==> src/inc/mailbox_page_regs.svh <==
/*
  Byte offsets, limits and reset values of the command mailbox page.
  Assumes the page occupies upper-memory offsets 128..255 of the
  selected page.
*/
`ifndef MAILBOX_PAGE_REGS_SVH
`define MAILBOX_PAGE_REGS_SVH

`define OFS_CMD_HIGH 8'h80
`define OFS_CMD_LOW 8'h81
`define OFS_EXT_HIGH 8'h82
`define OFS_EXT_LOW 8'h83
`define OFS_LOC_LEN 8'h84
`define OFS_CHECK 8'h85
`define OFS_RSP_LEN 8'h86
`define OFS_RSP_CHK 8'h87
`define OFS_PAYLOAD 8'h88

`define PAYLOAD_BYTES 8'h78
`define EXT_LEN_MAX 16'h0800
`define RSP_RSV_HI 8'hEF
`define CHK_NONE 8'hFF
`define RESET_BYTE 8'h00

`endif

==> src/inc/mailbox_pkg.sv <==
/*
  Types shared by the mailbox page and its payload store.
  Assumes nothing beyond a SystemVerilog package scope.
*/
package mailbox_pkg;

  typedef enum logic [1:0] {
    ST_IDLE  = 2'b00,
    ST_CHECK = 2'b01,
    ST_EXEC  = 2'b10,
    ST_RSUM  = 2'b11
  } state_e;

  typedef logic [7:0] byte_t;

endpackage

==> src/inc/payload_if.sv <==
/*
  Single-port access to the local payload store.
  Assumes one requester drives it per cycle; read data lags by one edge.
*/
`timescale 1ns/1ps
interface payload_if;
  logic en;
  logic we;
  logic [6:0] addr;
  mailbox_pkg::byte_t wdata;
  mailbox_pkg::byte_t rdata;

  modport ctrl (output en, we, addr, wdata, input rdata);
  modport mem (input en, we, addr, wdata, output rdata);
endinterface

==> src/payload_mem.sv <==
/*
  Local payload store, one byte per index, registered read data.
  Assumes clk and synchronous active-low rst_n of the page logic.
*/
`timescale 1ns/1ps
`include "mailbox_page_regs.svh"
module payload_mem #(
  parameter int DEPTH = 120
) (
  // clock and reset
  input wire logic clk,
  input wire logic rst_n,
  // access port
  payload_if.mem port
);
  mailbox_pkg::byte_t store [DEPTH];

  // array has no reset: contents are undefined until written
  always_ff @(posedge clk) begin
    if (port.en && port.we) begin
      store[port.addr] <= port.wdata;
    end
  end

  // read data from a flop so the scanner sees fixed latency
  always_ff @(posedge clk) begin
    if (!rst_n) begin
      port.rdata <= `RESET_BYTE;
    end else if (port.en && !port.we) begin
      port.rdata <= store[port.addr];
    end
  end
endmodule

==> src/command_block_mailbox_page.sv <==
/*
  Command mailbox page: header bytes, local payload, command check,
  trigger and response reporting. Assumes a two-wire bus slave in the
  same clock domain delivers one-cycle byte strobes and a stop pulse,
  and a command engine answers cmd_start with rsp_done.
*/
//
// Function
// writing the low command byte starts the held command.
// host fills lengths, check code, payload, high byte before low byte.
// host checks busy before a new command; else outcome undefined.
// extended length is 16 bits, high at 130, valid 0 to 2048.
// local payload sits at 136..255, at most 120 bytes, length at 132.
// host check code is inverted byte sum, offsets 133..135 as zero.
// host writes zero to the response length when issuing.
// no response data gives response length zero and check zero.
// payload without computable check gives length zero, check FFh.
// length zero never pairs with check 01h..FEh.
// lengths 1..120 report count and inverted sum of response bytes.
// page exists only when the feature is advertised.
// reserved lengths 121..239 carry check code zero.
// config bit picks trigger on byte write or on bus stop.
// recompute command check on trigger; mismatch fails the command.
`timescale 1ns/1ps
`include "mailbox_page_regs.svh"
module command_block_mailbox_page #(
  parameter int PAYLOAD_DEPTH = 120
) (
  // clock and reset
  input wire logic clk,
  input wire logic rst_n,
  // page byte access from the bus slave
  input wire logic [7:0] bus_addr,
  input wire logic bus_wr,
  input wire logic bus_rd,
  input wire logic [7:0] bus_wdata,
  input wire logic bus_stop,
  output logic [7:0] rd_data,
  output logic rd_valid,
  // configuration straps
  input wire logic trigger_at_stop,
  input wire logic block_implemented,
  // command engine side
  output logic cmd_start,
  output logic [15:0] cmd_code,
  output logic [15:0] ext_len,
  output logic [7:0] loc_len,
  output logic busy,
  output logic cmd_fail,
  input wire logic rsp_wr,
  input wire logic [6:0] rsp_idx,
  input wire logic [7:0] rsp_data,
  input wire logic rsp_done,
  input wire logic [7:0] rsp_len_in,
  input wire logic rsp_chk_supported,
  input wire logic [7:0] rsp_epl_chk
);
  mailbox_pkg::state_e state, next_state;
  mailbox_pkg::byte_t check_code, rsp_len, rsp_chk, rsp_len_hold;
  mailbox_pkg::byte_t hdr_sum, sum, hdr_rd, rd_hdr;
  logic [6:0] scan_idx, scan_len, pay_idx;
  logic scan_vld, scan_issue, scan_done, armed, rd_pend, rd_mem;
  logic is_pay, acc_wr, write_low, start_now, lens_ok, check_ok;
  logic rsp_need_sum;

  payload_if pif ();

  payload_mem #(.DEPTH(PAYLOAD_DEPTH)) u_mem (
    .clk(clk),
    .rst_n(rst_n),
    .port(pif.mem)
  );

  // the whole page is invisible unless the feature is advertised
  assign acc_wr = bus_wr && block_implemented;
  assign is_pay = bus_addr >= `OFS_PAYLOAD;
  assign pay_idx = 7'(bus_addr - `OFS_PAYLOAD);
  assign write_low = acc_wr && bus_addr == `OFS_CMD_LOW;

  // trigger point chosen by the configuration strap
  // a stop-mode arm left over must not start a hidden page
  assign start_now = block_implemented && state == mailbox_pkg::ST_IDLE &&
    ((!trigger_at_stop && write_low) ||
     (trigger_at_stop && bus_stop && (armed || write_low)));

  // stop-mode arm: a low-byte write waits for the end of its transfer
  always_ff @(posedge clk) begin
    if (!rst_n) begin
      armed <= 1'b0;
    end else if (bus_stop || !trigger_at_stop) begin
      armed <= 1'b0;
    end else if (write_low && state == mailbox_pkg::ST_IDLE) begin
      armed <= 1'b1;
    end
  end

  // header bytes that take part in the command check
  assign hdr_sum = cmd_code[15:8] + cmd_code[7:0] + ext_len[15:8] +
    ext_len[7:0] + loc_len;
  assign lens_ok = ext_len <= `EXT_LEN_MAX && loc_len <= `PAYLOAD_BYTES;
  assign check_ok = lens_ok && 8'(~(hdr_sum + sum)) == check_code;
  assign rsp_need_sum = rsp_len_in != `RESET_BYTE &&
    rsp_len_in <= `PAYLOAD_BYTES && rsp_chk_supported;

  // payload scanner shared by command check and response check
  always_comb begin
    if (state == mailbox_pkg::ST_CHECK) begin
      scan_len = lens_ok ? loc_len[6:0] : 7'h00;
    end else begin
      scan_len = rsp_len_hold[6:0];
    end
  end
  assign scan_issue = (state == mailbox_pkg::ST_CHECK ||
    state == mailbox_pkg::ST_RSUM) && scan_idx < scan_len;
  assign scan_done = scan_idx == scan_len && !scan_vld;

  // byte sum, one payload byte per cycle after the read latency
  always_ff @(posedge clk) begin
    if (!rst_n || state == mailbox_pkg::ST_IDLE ||
        state == mailbox_pkg::ST_EXEC) begin
      scan_idx <= 7'h00;
      scan_vld <= 1'b0;
      sum <= `RESET_BYTE;
    end else begin
      scan_vld <= scan_issue;
      if (scan_issue) begin
        scan_idx <= scan_idx + 7'h01;
      end
      if (scan_vld) begin
        sum <= sum + pif.rdata;
      end
    end
  end

  // payload port owner follows the state: host, engine or scanner
  always_comb begin
    pif.en = 1'b0;
    pif.we = 1'b0;
    pif.addr = 7'h00;
    pif.wdata = `RESET_BYTE;
    case (state)
      mailbox_pkg::ST_IDLE: begin
        if (block_implemented && is_pay && (bus_wr || bus_rd)) begin
          pif.en = 1'b1;
          pif.we = bus_wr;
          pif.addr = pay_idx;
          pif.wdata = bus_wdata;
        end
      end
      mailbox_pkg::ST_EXEC: begin
        pif.en = rsp_wr;
        pif.we = rsp_wr;
        pif.addr = rsp_idx;
        pif.wdata = rsp_data;
      end
      default: begin
        pif.en = scan_issue;
        pif.addr = scan_idx;
      end
    endcase
  end

  // command sequencing
  always_comb begin
    next_state = state;
    case (state)
      mailbox_pkg::ST_IDLE: begin
        if (start_now) begin
          next_state = mailbox_pkg::ST_CHECK;
        end
      end
      mailbox_pkg::ST_CHECK: begin
        if (scan_done) begin
          next_state = check_ok ? mailbox_pkg::ST_EXEC :
            mailbox_pkg::ST_IDLE;
        end
      end
      mailbox_pkg::ST_EXEC: begin
        if (rsp_done) begin
          next_state = rsp_need_sum ? mailbox_pkg::ST_RSUM :
            mailbox_pkg::ST_IDLE;
        end
      end
      mailbox_pkg::ST_RSUM: begin
        if (scan_done) begin
          next_state = mailbox_pkg::ST_IDLE;
        end
      end
      default: next_state = mailbox_pkg::ST_IDLE;
    endcase
  end

  always_ff @(posedge clk) begin
    if (!rst_n) begin
      state <= mailbox_pkg::ST_IDLE;
      busy <= 1'b0;
    end else begin
      state <= next_state;
      busy <= next_state != mailbox_pkg::ST_IDLE;
    end
  end

  // engine handshake: start pulse only after a clean check
  always_ff @(posedge clk) begin
    if (!rst_n) begin
      cmd_start <= 1'b0;
      cmd_fail <= 1'b0;
    end else begin
      cmd_start <= state == mailbox_pkg::ST_CHECK && scan_done && check_ok;
      if (state == mailbox_pkg::ST_CHECK && scan_done) begin
        cmd_fail <= !check_ok;
      end
    end
  end

  // host header writes; refused while a command runs (busy check)
  always_ff @(posedge clk) begin
    if (!rst_n) begin
      cmd_code <= {`RESET_BYTE, `RESET_BYTE};
      ext_len <= {`RESET_BYTE, `RESET_BYTE};
      loc_len <= `RESET_BYTE;
      check_code <= `RESET_BYTE;
    end else if (acc_wr && state == mailbox_pkg::ST_IDLE) begin
      case (bus_addr)
        `OFS_CMD_HIGH: cmd_code[15:8] <= bus_wdata;
        `OFS_CMD_LOW: cmd_code[7:0] <= bus_wdata;
        `OFS_EXT_HIGH: ext_len[15:8] <= bus_wdata;
        `OFS_EXT_LOW: ext_len[7:0] <= bus_wdata;
        `OFS_LOC_LEN: loc_len <= bus_wdata;
        `OFS_CHECK: check_code <= bus_wdata;
        default: ;
      endcase
    end
  end

  // response fields: device result wins over a host write
  always_ff @(posedge clk) begin
    if (!rst_n) begin
      rsp_len <= `RESET_BYTE;
      rsp_chk <= `RESET_BYTE;
      rsp_len_hold <= `RESET_BYTE;
    end else if (state == mailbox_pkg::ST_CHECK && scan_done && !check_ok) begin
      rsp_len <= `RESET_BYTE;
      rsp_chk <= `RESET_BYTE;
    end else if (state == mailbox_pkg::ST_EXEC && rsp_done) begin
      rsp_len_hold <= rsp_len_in;
      if (rsp_len_in == `RESET_BYTE) begin
        rsp_len <= `RESET_BYTE;
        rsp_chk <= `RESET_BYTE;
      end else if (rsp_len_in <= `PAYLOAD_BYTES) begin
        if (!rsp_chk_supported) begin
          rsp_len <= `RESET_BYTE;
          rsp_chk <= `CHK_NONE;
        end
      end else if (rsp_len_in <= `RSP_RSV_HI) begin
        rsp_len <= rsp_len_in;
        rsp_chk <= `RESET_BYTE;
      end else begin
        rsp_len <= rsp_len_in;
        rsp_chk <= rsp_epl_chk;
      end
    end else if (state == mailbox_pkg::ST_RSUM && scan_done) begin
      rsp_len <= rsp_len_hold;
      rsp_chk <= ~sum;
    end else if (acc_wr && state == mailbox_pkg::ST_IDLE) begin
      if (bus_addr == `OFS_RSP_LEN) begin
        rsp_len <= bus_wdata;
      end
      if (bus_addr == `OFS_RSP_CHK) begin
        rsp_chk <= bus_wdata;
      end
    end
  end

  // header read mux; absent page and unmapped bytes read zero
  always_comb begin
    case (bus_addr)
      `OFS_CMD_HIGH: hdr_rd = cmd_code[15:8];
      `OFS_CMD_LOW: hdr_rd = cmd_code[7:0];
      `OFS_EXT_HIGH: hdr_rd = ext_len[15:8];
      `OFS_EXT_LOW: hdr_rd = ext_len[7:0];
      `OFS_LOC_LEN: hdr_rd = loc_len;
      `OFS_CHECK: hdr_rd = check_code;
      `OFS_RSP_LEN: hdr_rd = rsp_len;
      `OFS_RSP_CHK: hdr_rd = rsp_chk;
      default: hdr_rd = `RESET_BYTE;
    endcase
  end

  // two-stage read so payload and header bytes share one latency
  always_ff @(posedge clk) begin
    if (!rst_n) begin
      rd_pend <= 1'b0;
      rd_mem <= 1'b0;
      rd_hdr <= `RESET_BYTE;
      rd_valid <= 1'b0;
      rd_data <= `RESET_BYTE;
    end else begin
      rd_pend <= bus_rd;
      rd_mem <= bus_rd && block_implemented && is_pay &&
        state == mailbox_pkg::ST_IDLE;
      rd_hdr <= block_implemented ? hdr_rd : `RESET_BYTE;
      rd_valid <= rd_pend;
      rd_data <= rd_mem ? pif.rdata : rd_hdr;
    end
  end
endmodule

==> config.mk <==
export PLATFORM = sky130hd
export DESIGN_NAME = command_block_mailbox_page
export DESIGN_NICKNAME = d
export VERILOG_FILES = /design/src/inc/mailbox_pkg.sv /design/src/inc/payload_if.sv /design/src/payload_mem.sv /design/src/command_block_mailbox_page.sv
export VERILOG_INCLUDE_DIRS = /design/src /design/src/inc
export SDC_FILE = /design/constraint.sdc
export NUM_CORES = 1
export LEC_CHECK = 0
export ABC_AREA = 1
export BUFFER_PORTS_ARGS = -buffer_cell sky130_fd_sc_hd__buf_2
export CORE_MARGIN = 1.5
export CORE_UTILIZATION = 45
export DETAILED_ROUTE_END_ITERATION = 16
export GPL_TIMING_DRIVEN = 0
export PLACE_DENSITY_LB_ADDON = 0.05
export SLEW_MARGIN = 20
export SYNTH_ARGS = -nofsm -noshare
export SYNTH_HDL_FRONTEND = slang
export SYNTH_SLANG_ARGS = --single-unit
==> constraint.sdc <==
create_clock -name clk -period 9.2 [get_ports clk]
set_input_delay 0.46 -clock clk [delete_from_list [all_inputs] [get_ports clk]]
set_output_delay 0.46 -clock clk [all_outputs]
set_load 0.03 [all_outputs]
======== After elaboration in Yosys (flattened, before gate mapping) ========
Memory sizes are Yosys's and may differ from the RTL's. A register that Yosys moved wholly into a read port is not among the register bits.
Cells that the tools add are included.
storage, ports and cells
  flip-flop bits (word level) ............. 113
  RAM bits ................................ 960
  bits of input ports ..................... 57
  output and inout port bits .............. 52
  logic and storage cells ................. 150
  memories kept ........................... 1
operators by class
  add/sub/neg operators ................... 8
  magnitude comparators ................... 6
  equal/unequal tests ..................... 14
  muxes and demuxes ....................... 36
  bitwise operators ....................... 4
  reduce and logical (&&, ||, !) cells .... 59
memories
  name         words  bits a word  read ports  clocked after Yosys merged registers in  write ports  RTL line           source
  u_mem.store  120    8            1           1                                        1            payload_mem.sv:16  mailbox_pkg::byte_t store [DEPTH];
operators with widths
  operator              count
  $mux 8                17
  $eq 8x8->1 const B    8
  $pmux 8 s8            1
  $add 8x8->8           6
  $logic_and 1x1->1     27
  $mux 7                3
  $le 16x12->1 const B  1
  $le 8x7->1 const B    2
  $not 8->8             2
  $pmux 8 s2            1
  $reduce_and 2->1      8
  $pmux 7 s2            1
  $mux 2                6
  $reduce_bool 3->1     3
  $eq 8x8->1            1
  $ge 8x8->1 const B    1
  $le 8x8->1 const B    1
  $logic_not 8->1       1
  $pmux 2 s4            1
  $reduce_bool 8->1     1
  $add 7x1->7 const B   1
  $eq 7x7->1            1
  $logic_or 1x1->1      7
  $lt 7x7->1            1
  12 further kinds      25

======== Depth between registers and ports, before layout ========
Gate-level depths: netlist of run 1.
  depth after elaboration ................. 12
  gate-level depth with buffers ........... 24
  gate-level depth less buffers ........... 21

======== Cells and area by module ========
From an unflattened synthesis of run 1, not the netlist that was laid out.
unflattened totals
  cell total of the unflattened synthesis .. 5042
  area total of the unflattened synthesis .. 48277.6 sq um
by module, submodules not included
  module                      times used  cells an instance  area an instance (sq um)  sequential area each (sq um)
  payload_mem                 1           3977               40949.3                   28987.8
  command_block_mailbox_page  1           1065               7328.3                    2262.2

======== Least setup slack after synthesis of run 1 ========
No wires, ideal clock.
  path kind ............................... reg-to-reg
  start point ............................. register ext_len[10]
  end point ............................... register rsp_chk[4]
  setup time .............................. 0.070 ns
  arrival time ............................ 3.799 ns
  data required time ...................... 9.130 ns
  slack ................................... 5.331 ns
  cell stages (with the launch flop) ...... 17
  path buffers ............................ 1
  clock period less this slack ............ 3.869 ns
  cell sequence ........................... dfxtp_1 fa_1 inv_1 fa_1 inv_1 fa_1 ha_1 inv_1 fa_1 xnor2_1 nand4_1 nor3_1 nand4_1 nand2_1 nand2_1 clkbuf_1 a21oi_1
on the way
  longest elaborated chain between the ends .. 10
  elaborated cells between the ends (all ways) .. 23
  those cells by class .................... add/sub (4); order compare (1); eq/ne (2); mux (4); bitwise (1); reduce/logical (11)
ends and longest elaborated chain
  item                       RTL line                           source
  start, declared            command_block_mailbox_page.sv:46   output logic [15:0] ext_len,
  start signal, assigned     command_block_mailbox_page.sv:220  ext_len <= {`RESET_BYTE, `RESET_BYTE};
  start signal, assigned     command_block_mailbox_page.sv:227  `OFS_EXT_HIGH: ext_len[15:8] <= bus_wdata;
  $add 8x8->8 (2 in series)  command_block_mailbox_page.sv:98   assign hdr_sum = cmd_code[15:8] + cmd_code[7:0] + ext_len[15:8] +
  $add 8x8->8                command_block_mailbox_page.sv:99   ext_len[7:0] + loc_len;
  $add 8x8->8                command_block_mailbox_page.sv:101  assign check_ok = lens_ok && 8'(~(hdr_sum + sum)) == check_code;
  $not 8->8                  command_block_mailbox_page.sv:101
  $eq 8x8->1                 command_block_mailbox_page.sv:101
  $logic_and 1x1->1          command_block_mailbox_page.sv:101
  $logic_not 1->1            command_block_mailbox_page.sv:242  end else if (state == mailbox_pkg::ST_CHECK && scan_done && !check_ok) begin
  $logic_and 1x1->1          command_block_mailbox_page.sv:242
  $reduce_or 2->1 (no line)  --
  end signal, assigned       command_block_mailbox_page.sv:240  rsp_chk <= `RESET_BYTE;
  end signal, assigned       command_block_mailbox_page.sv:244  rsp_chk <= `RESET_BYTE;
  end signal, assigned       command_block_mailbox_page.sv:249  rsp_chk <= `RESET_BYTE;
  end, declared              command_block_mailbox_page.sv:59   mailbox_pkg::byte_t check_code, rsp_len, rsp_chk, rsp_len_hold;
Several ways; a longest one is shown, not always the timed one.
A chain may end at the register's enable or synchronous reset.

======== Final worst setup path of run 1 ========
  start point ............................. register ext_len[3]
  end point ............................... register u_mem.port.rdata[6] (read register of u_mem.store)
on the way
  longest elaborated chain between the ends .. 8
ends and longest elaborated chain
  item                         RTL line                           source
  start signal, assigned       command_block_mailbox_page.sv:220
  start signal, assigned       command_block_mailbox_page.sv:228  `OFS_EXT_LOW: ext_len[7:0] <= bus_wdata;
  $le 16x12->1 (no line)       --
  $logic_and 1x1->1 (no line)  --
  $mux 7                       command_block_mailbox_page.sv:108  scan_len = lens_ok ? loc_len[6:0] : 7'h00;
  $mux 7                       command_block_mailbox_page.sv:107  if (state == mailbox_pkg::ST_CHECK) begin
  $lt 7x7->1                   command_block_mailbox_page.sv:114  state == mailbox_pkg::ST_RSUM) && scan_idx < scan_len;
  $logic_and 1x1->1            command_block_mailbox_page.sv:114
  $pmux 1 s2                   command_block_mailbox_page.sv:141  case (state)
  $logic_and 1x1->1            payload_mem.sv:29                  end else if (port.en && !port.we) begin
  end, declared                payload_if.sv:14                   modport mem (input en, we, addr, wdata, output rdata);
Every way passes these cells.

==> results.py, run 1 <==
metrics = {
    "status": {
        "outcome": "finished, final reports clean",
    },
    "clocking": {
        "ctsResizeCount": 0,
        "clk_path_buf_depth": 3,
        "clkTransAtPathRegs_ps": 60,
        "ctsHoldBuffers": 3,
        "cts_tree": "built",
        "cts_made_buffers": 115,
        "h-tree-depth": 3,
        "clk_latency_ps": 720,
        "cts_setup_buffers": 0,
        "cts_sinks": 1081,
        "cts_root_buf": "clkbuf_16",
    },
    "grt": {
        "grt_pass1_vias": 34700,
        "antenna_found_initial": 2,
        "groute.usage.overall_pct": 29.3,
        "overflow": 0,
        "grt_pass1_wl_mm": 235,
        "grt_max_degree": 59,
    },
    "die": {
        "fp-row-count": 120,
        "fp.dieH_um": 331,
        "core_region_area_mm2": 0.107,
        "ios": 109,
        "die_w_um": 331,
        "die_area_mm2": 0.110,
        "start_util_pct": 45.3,
    },
    "setup_path": {
        "cp.arrival_ps": 5650,
        "critical_path.cell_chain": "inv_1, nand4_1, o31ai_1, nand2_1, inv_1, nand3_1, o21ai_0, inv_1, ha_1, a21oi_1, nor2_1, a2111oi_0, nand2_1, a21oi_2, clkbuf_1, nand2_1, nor2_1, nand2_1, nor2_1, nor2_1",
        "crit_fanout": 10,
        "crit_buf_inv": 4,
        "worst-setup-path-type": "register to register",
        "worstSetupEndpointType": "register",
        "slowest_delay_ps": 650,
        "crit_required_ps": 9790,
        "cp-start-kind": "register",
        "critPathSlowestCell": "a21oi_2",
        "critPathTopFamily": "simple AND/OR/NAND/NOR gates",
    },
    "sta": {
        "relSlewSlack_pct": 21.6,
        "rsz0062_at_grt": "false",
        "finalHoldViolCount": 0,
        "maxSlewViolCount": 0,
        "period_needed_ps": 5060,
        "fin_crit_sh_pct": 55.0,
        "worst_pin_slew_ps": 1170,
        "setup_viol": 0,
        "tns_ps": 0,
        "fin_skew_ps": 28.2,
        "hold-worst-slack_ps": 85.9,
        "max_freq_mhz": 198,
    },
    "run": {
        "maxCapViolCount": 0,
    },
    "place": {
        "routabilityCongestion": 0.954,
        "dp.final_hpwl_mm": 114,
        "place_area_mm2": 0.0513,
        "io_buffers": 108,
        "dp_cells": 6623,
    },
    "cells_and_area": {
        "fin_nets": 5447,
        "diodes": 0,
        "largest_register": "u_mem.store",
        "largest_reg_flops": 960,
        "syn2layout_area_growth_pct": 13.7,
        "largestRegisters": "u_mem.store (960), cmd_code (16), ext_len (16)",
        "drive_above_1_share_pct": 9.12,
        "stdcell_count": 6841,
        "final_area_mm2": 0.0552,
    },
    "yosys": {
        "ys_ff_latch": 1081,
        "synthTopCellsByCount": "nand2_1 (2,606), edfxtp_1 (960), nand3_1 (344), nor2_1 (212), inv_1 (146)",
        "synthSimpleGateAreaFrac_pct": 26.2,
        "synth-edff-count": 960,
        "synth_mux_area_share_pct": 0,
        "synth_xor_area_share_pct": 0.469,
        "synth_area_mm2": 0.0485,
        "synth_top_family_by_area": "simple AND/OR/NAND/NOR gates",
        "synth_seq_area_share_pct": 64.4,
        "synthTopCellsByArea": "edfxtp_1 (59%), nand2_1 (20%), dfxtp_1 (5.0%), nand3_1 (3.5%), nor2_1 (1.6%)",
        "async_reset_ff_share_pct": 0,
        "syn-num-nets": 5203,
        "syn_avg_cell_area_um2": 9.52,
        "synth_top_area_cell": "edfxtp_1",
        "yosysTopAreaCellShare_pct": 59.4,
        "yosys_most_used_dff": "edfxtp_1",
        "ys_warn_count": 0,
        "synth_compound_area_share_pct": 3.30,
        "synthCells": 5096,
        "synthAdderAreaFrac_pct": 1.72,
        "synthDistinctLibCells": 48,
        "yosysMostFrequentCell": "nand2_1",
    },
    "min_path": {
        "min_path_type": "primary input to register",
    },
    "power_and_ir_drop": {
        "p_per_area_mw_per_mm2": 196,
        "finalPower_mw": 10.8,
        "leakagePower_nw": 22.9,
        "ir_worst_vdd_mv": 0.153,
    },
    "routing": {
        "drtPass1Iterations": 8,
        "postRouteAntennaNets": 0,
        "drt_iter0_markers": 4007,
        "drc": 0,
        "wl_mm": 163,
        "num_vias": 37000,
        "via_per_inst": 5.41,
        "wl_per_cell_um": 23.8,
    },
}
-- per-layer routing --
metal,track usage [%],share of wire (%),vias to the layer above
met1,42.1,44,18000
met3,4.00,7.4,256
met5,0,0,-
li1,-,-,17300
met2,45.8,45,1465
met4,9.80,3.2,0
-- cell usage in the layout (no fill, tap or decap), drive strengths merged, types with 28 or more instances in the layout --
master	n
edfxtp	960
o21ai	142
clkbuf	242
a21oi	112
clkinv	52
buf	294
nand2	2611
fa	28
nor2	219
nand3	346
dfxtp	121
inv	156
-- final timing paths --
check | to | cells past startpoint | start | slack (ps)
worst max-delay path | u_mem.port.rdata[6]$_SDFFE_PN0P_ | 20 | ext_len[3]$_SDFFE_PN0P_ | 4140
worst min-delay path | rsp_len_hold[0]$_SDFFE_PN0P_ | 3 | rsp_len_in[0] | 90
worst max register to register | u_mem.port.rdata[6]$_SDFFE_PN0P_ | 20 | ext_len[3]$_SDFFE_PN0P_ | 4140
worst min register to register | rd_valid$_SDFF_PN0_ | 2 | rd_pend$_SDFF_PN0_ | 420
-- cell type report --
class	instances	area [um^2]
inverter	155	584
clock buffer	140	3020
sequential	1081	31300
fill	9878	51900
timing repair buffer	127	951
tap	1403	1760
clock inverter	75	827
multi-input combinational	3588	15400
buffer	272	1330
-- power breakdown --
part	internal, mW	total (mW)	switching (mW)
logic	0.172	0.711	0.539
clock network	2.81	4.78	1.98
registers	5.33	5.34	0.00351
total	8.31	10.8	2.52
-- kinds of logic after synthesis --
| group | after synthesis |
|---|---|
| and+or+nand+nor | 3221 |
| DFF | 1081 |
| buffers and inverters | 427 |
| AOI/OAI and AO/OA | 291 |
| adders and majority gates | 50 |
| xor gates and xnor gates | 26 |
-- tightest hold or removal path, stage by stage --
cell and delay, ps:
buf_2 120, o21ai_0 80, a21oi_1 100
-- per-stage QoR --
step | worst slack (ps) | utilization (%)
finish | 4140 | 51.5
global route | 3890 | 51.5
CTS | 4220 | 51.5
detailed placement | 4230 | 47.9
global placement | 2280 | 47.5
floorplan | 5330 | -
(Power assumes the default switching activity.)
==> run 2: changes to the inputs <==
==> constraint.sdc (replaced) <==
create_clock -name clk -period 4.6 [get_ports clk]
set_input_delay 0.23 -clock clk [delete_from_list [all_inputs] [get_ports clk]]
set_output_delay 0.23 -clock clk [all_outputs]
set_load 0.03 [all_outputs]
==> results.py, run 2 (synthesis gave the netlist of run 1 again) <==
metrics = {
    "status": {
        "outcome": "finished, final reports clean",
    },
    "sta": {
        "rsz0062_at_grt": "true",
        "worst_pin_slew_ps": 1160,
        "fin_crit_sh_pct": 98.6,
        "period_needed_ps": 4530,
        "setup_viol": 0,
        "maxSlewViolCount": 0,
        "fin_skew_ps": 31.2,
        "finalHoldViolCount": 0,
        "hold-worst-slack_ps": 42.2,
        "max_freq_mhz": 221,
        "relSlewSlack_pct": 22.4,
    },
    "routing": {
        "drt_iter0_markers": 4139,
        "met2WireLength_mm": 74.0,
        "route.met3.wl_mm": 12.0,
        "drc": 0,
        "wl_met1_mm": 71.7,
        "num_vias": 37200,
        "wl_per_cell_um": 23.7,
        "drtPass1Iterations": 6,
        "wl_mm": 163,
        "postRouteAntennaNets": 0,
        "via_per_inst": 5.41,
        "highest_layer": "met4",
    },
    "clocking": {
        "clkTransAtPathRegs_ps": 60,
        "cts_made_buffers": 115,
        "cts_root_buf": "clkbuf_16",
        "cts_tree": "built",
        "cts_sinks": 1081,
        "h-tree-depth": 3,
        "clk_path_buf_depth": 3,
        "clk_latency_ps": 720,
    },
    "grt": {
        "overflow": 0,
        "grt_pass1_wl_mm": 236,
        "grt_pass1_vias": 34900,
        "groute.usage.overall_pct": 29.3,
        "grt_max_degree": 59,
        "antenna_found_initial": 2,
    },
    "cells_and_area": {
        "largest_reg_flops": 960,
        "final_common_cell": "nand2_1",
        "largest_register": "u_mem.store",
        "multi_input_area_mm2": 0.0155,
        "fin_nets": 5473,
        "syn2layout_area_growth_pct": 14.4,
        "mostFrequentLayoutCells": "nand2_1 (2,605), edfxtp_1 (960), nand3_1 (344)",
        "final-seq-area_mm2": 0.0313,
        "drive_above_1_share_pct": 9.72,
        "nFillCells": 9858,
        "utilization_pct": 51.9,
        "largestRegisters": "u_mem.store (960), cmd_code (16), ext_len (16)",
    },
    "power_and_ir_drop": {
        "power_frac_clock_pct": 44.1,
        "p_int_mw": 16.6,
        "p_per_area_mw_per_mm2": 390,
        "switching_share_pct": 23.2,
        "leakagePower_nw": 23.0,
        "ir_worst_vdd_mv": 0.308,
        "p_comb_share_pct": 6.6,
        "switchingPower_mw": 5.03,
        "p_seq_share_pct": 49.3,
    },
    "setup_path": {
        "path_common_cell": "buf_2",
        "ff2ff_path_depth": 15,
        "cp.depth": 15,
        "critical_path.cell_chain": "buf_2, clkinv_2, nand2_4, nor2_2, nand3_2, nand2_2, nand2_1, a22oi_4, inv_2, buf_2, buf_2, nor3_2, nand2_1, buf_2, nor2_1",
        "crit_fanout": 10,
        "worst-setup-path-type": "register to register",
        "cp.arrival_ps": 4850,
        "critPathSlowestCell": "nor2_1",
        "worstSetupEndpointType": "register",
        "cp-start-kind": "register",
        "crit_required_ps": 4910,
        "critPathTopFamily": "simple AND/OR/NAND/NOR gates",
        "crit_buf_inv": 6,
        "slowest_delay_ps": 840,
    },
    "die": {
        "die_w_um": 331,
        "start_util_pct": 45.3,
        "die_area_mm2": 0.110,
        "core_region_area_mm2": 0.107,
        "fp.dieH_um": 331,
        "ios": 109,
        "fp-row-count": 120,
    },
    "place": {
        "routabilityCongestion": 0.954,
        "io_buffers": 108,
        "dp.final_hpwl_mm": 114,
    },
    "min_path": {
        "whs_path_depth": 5,
        "min_path_type": "primary input to register",
    },
    "run": {
        "maxCapViolCount": 0,
    },
}
==> run 2: changes by cell type in the layout (fill, tap and decap cells not counted), sizes merged <==
cell	delta
dlygate4sd3	+23
buf	+3
diode	+2
==> run 2: per-stage QoR <==
step | power (mW) | instance area, um^2 | setup slack (ps) | instances | setup TNS [ps]
5_1_grt | 22.2 | 55500 | -29.9 | 6867 | -321
3_5_place_dp | 12.3 | 51300 | -365 | 6623 | -831
2_1_floorplan | 11.7 | 48500 | 731 | 5096 | 0
4_1_cts | 21.7 | 55400 | 7.58 | 6864 | 0
3_3_place_gp | 12.3 | 50800 | -2290 | 6607 | -1904660
6_report | 21.7 | 55500 | 65.5 | 6869 | 0
==> run 2: power groups by stage <==
| stage | clock, mW | sequential (mW) | combinational, mW |
|---|---|---|---|
| 2_1_floorplan | 0 | 10.9 | 0.755 |
| 3_3_place_gp | 0 | 10.9 | 1.34 |
| 3_5_place_dp | 0 | 10.9 | 1.40 |
| 4_1_cts | 9.64 | 10.7 | 1.42 |
| 5_1_grt | 10.0 | 10.7 | 1.55 |
| 6_report | 9.56 | 10.7 | 1.44 |
==> run 2: what timing repair did <==
item                                    4_1_cts  5_1_grt
hold buffers                                 26        0
endpoints found under the hold margin        67        0
setup buffers                                 0        3
pin swaps                                     0        3
gates resized for setup                       6       29
endpoints found under the setup margin       20      159
==> run 2: cell type report <==
class / instances / share of cell area [%]
clock inverters: 75 / 1.49
clock buffers: 140 / 5.44
multi-input cells: 3588 / 28.0
diodes: 2 / 0.00901
flip-flops and latches: 1081 / 56.3
inverters: 155 / 1.05
well taps: 1403 / 3.16
plain buffers: 272 / 2.41
repair buffers: 153 / 2.17
==> run 2: worst paths after layout <==
check	start	to	slack (ps)
setup reg to reg	state[0]$_SDFF_PN0_	u_mem.store[36][6]$_DFFE_PP_	70
hold reg to reg	rd_pend$_SDFF_PN0_	rd_valid$_SDFF_PN0_	420
hold / removal	block_implemented	rd_mem$_SDFF_PN0_	40
setup / recovery	state[0]$_SDFF_PN0_	u_mem.store[36][6]$_DFFE_PP_	70
==> run 2: worst register-to-register path, stage by stage (launching register included) <==
cell	delay, ps
dfxtp_1	300
buf_2	170
clkinv_2	140
nand2_4	90
nor2_2	140
nand3_2	190
nand2_2	160
nand2_1	130
a22oi_4	380
inv_2	230
buf_2	350
buf_2	310
nor3_2	150
nand2_1	170
buf_2	370
nor2_1	840
==> run 2: metal layers <==
layer,track usage (%),vias to the layer above
met5,0,-
met4,9.71,0
met3,3.67,262
met2,46.0,1428
met1,42.4,18200
li1,-,17300
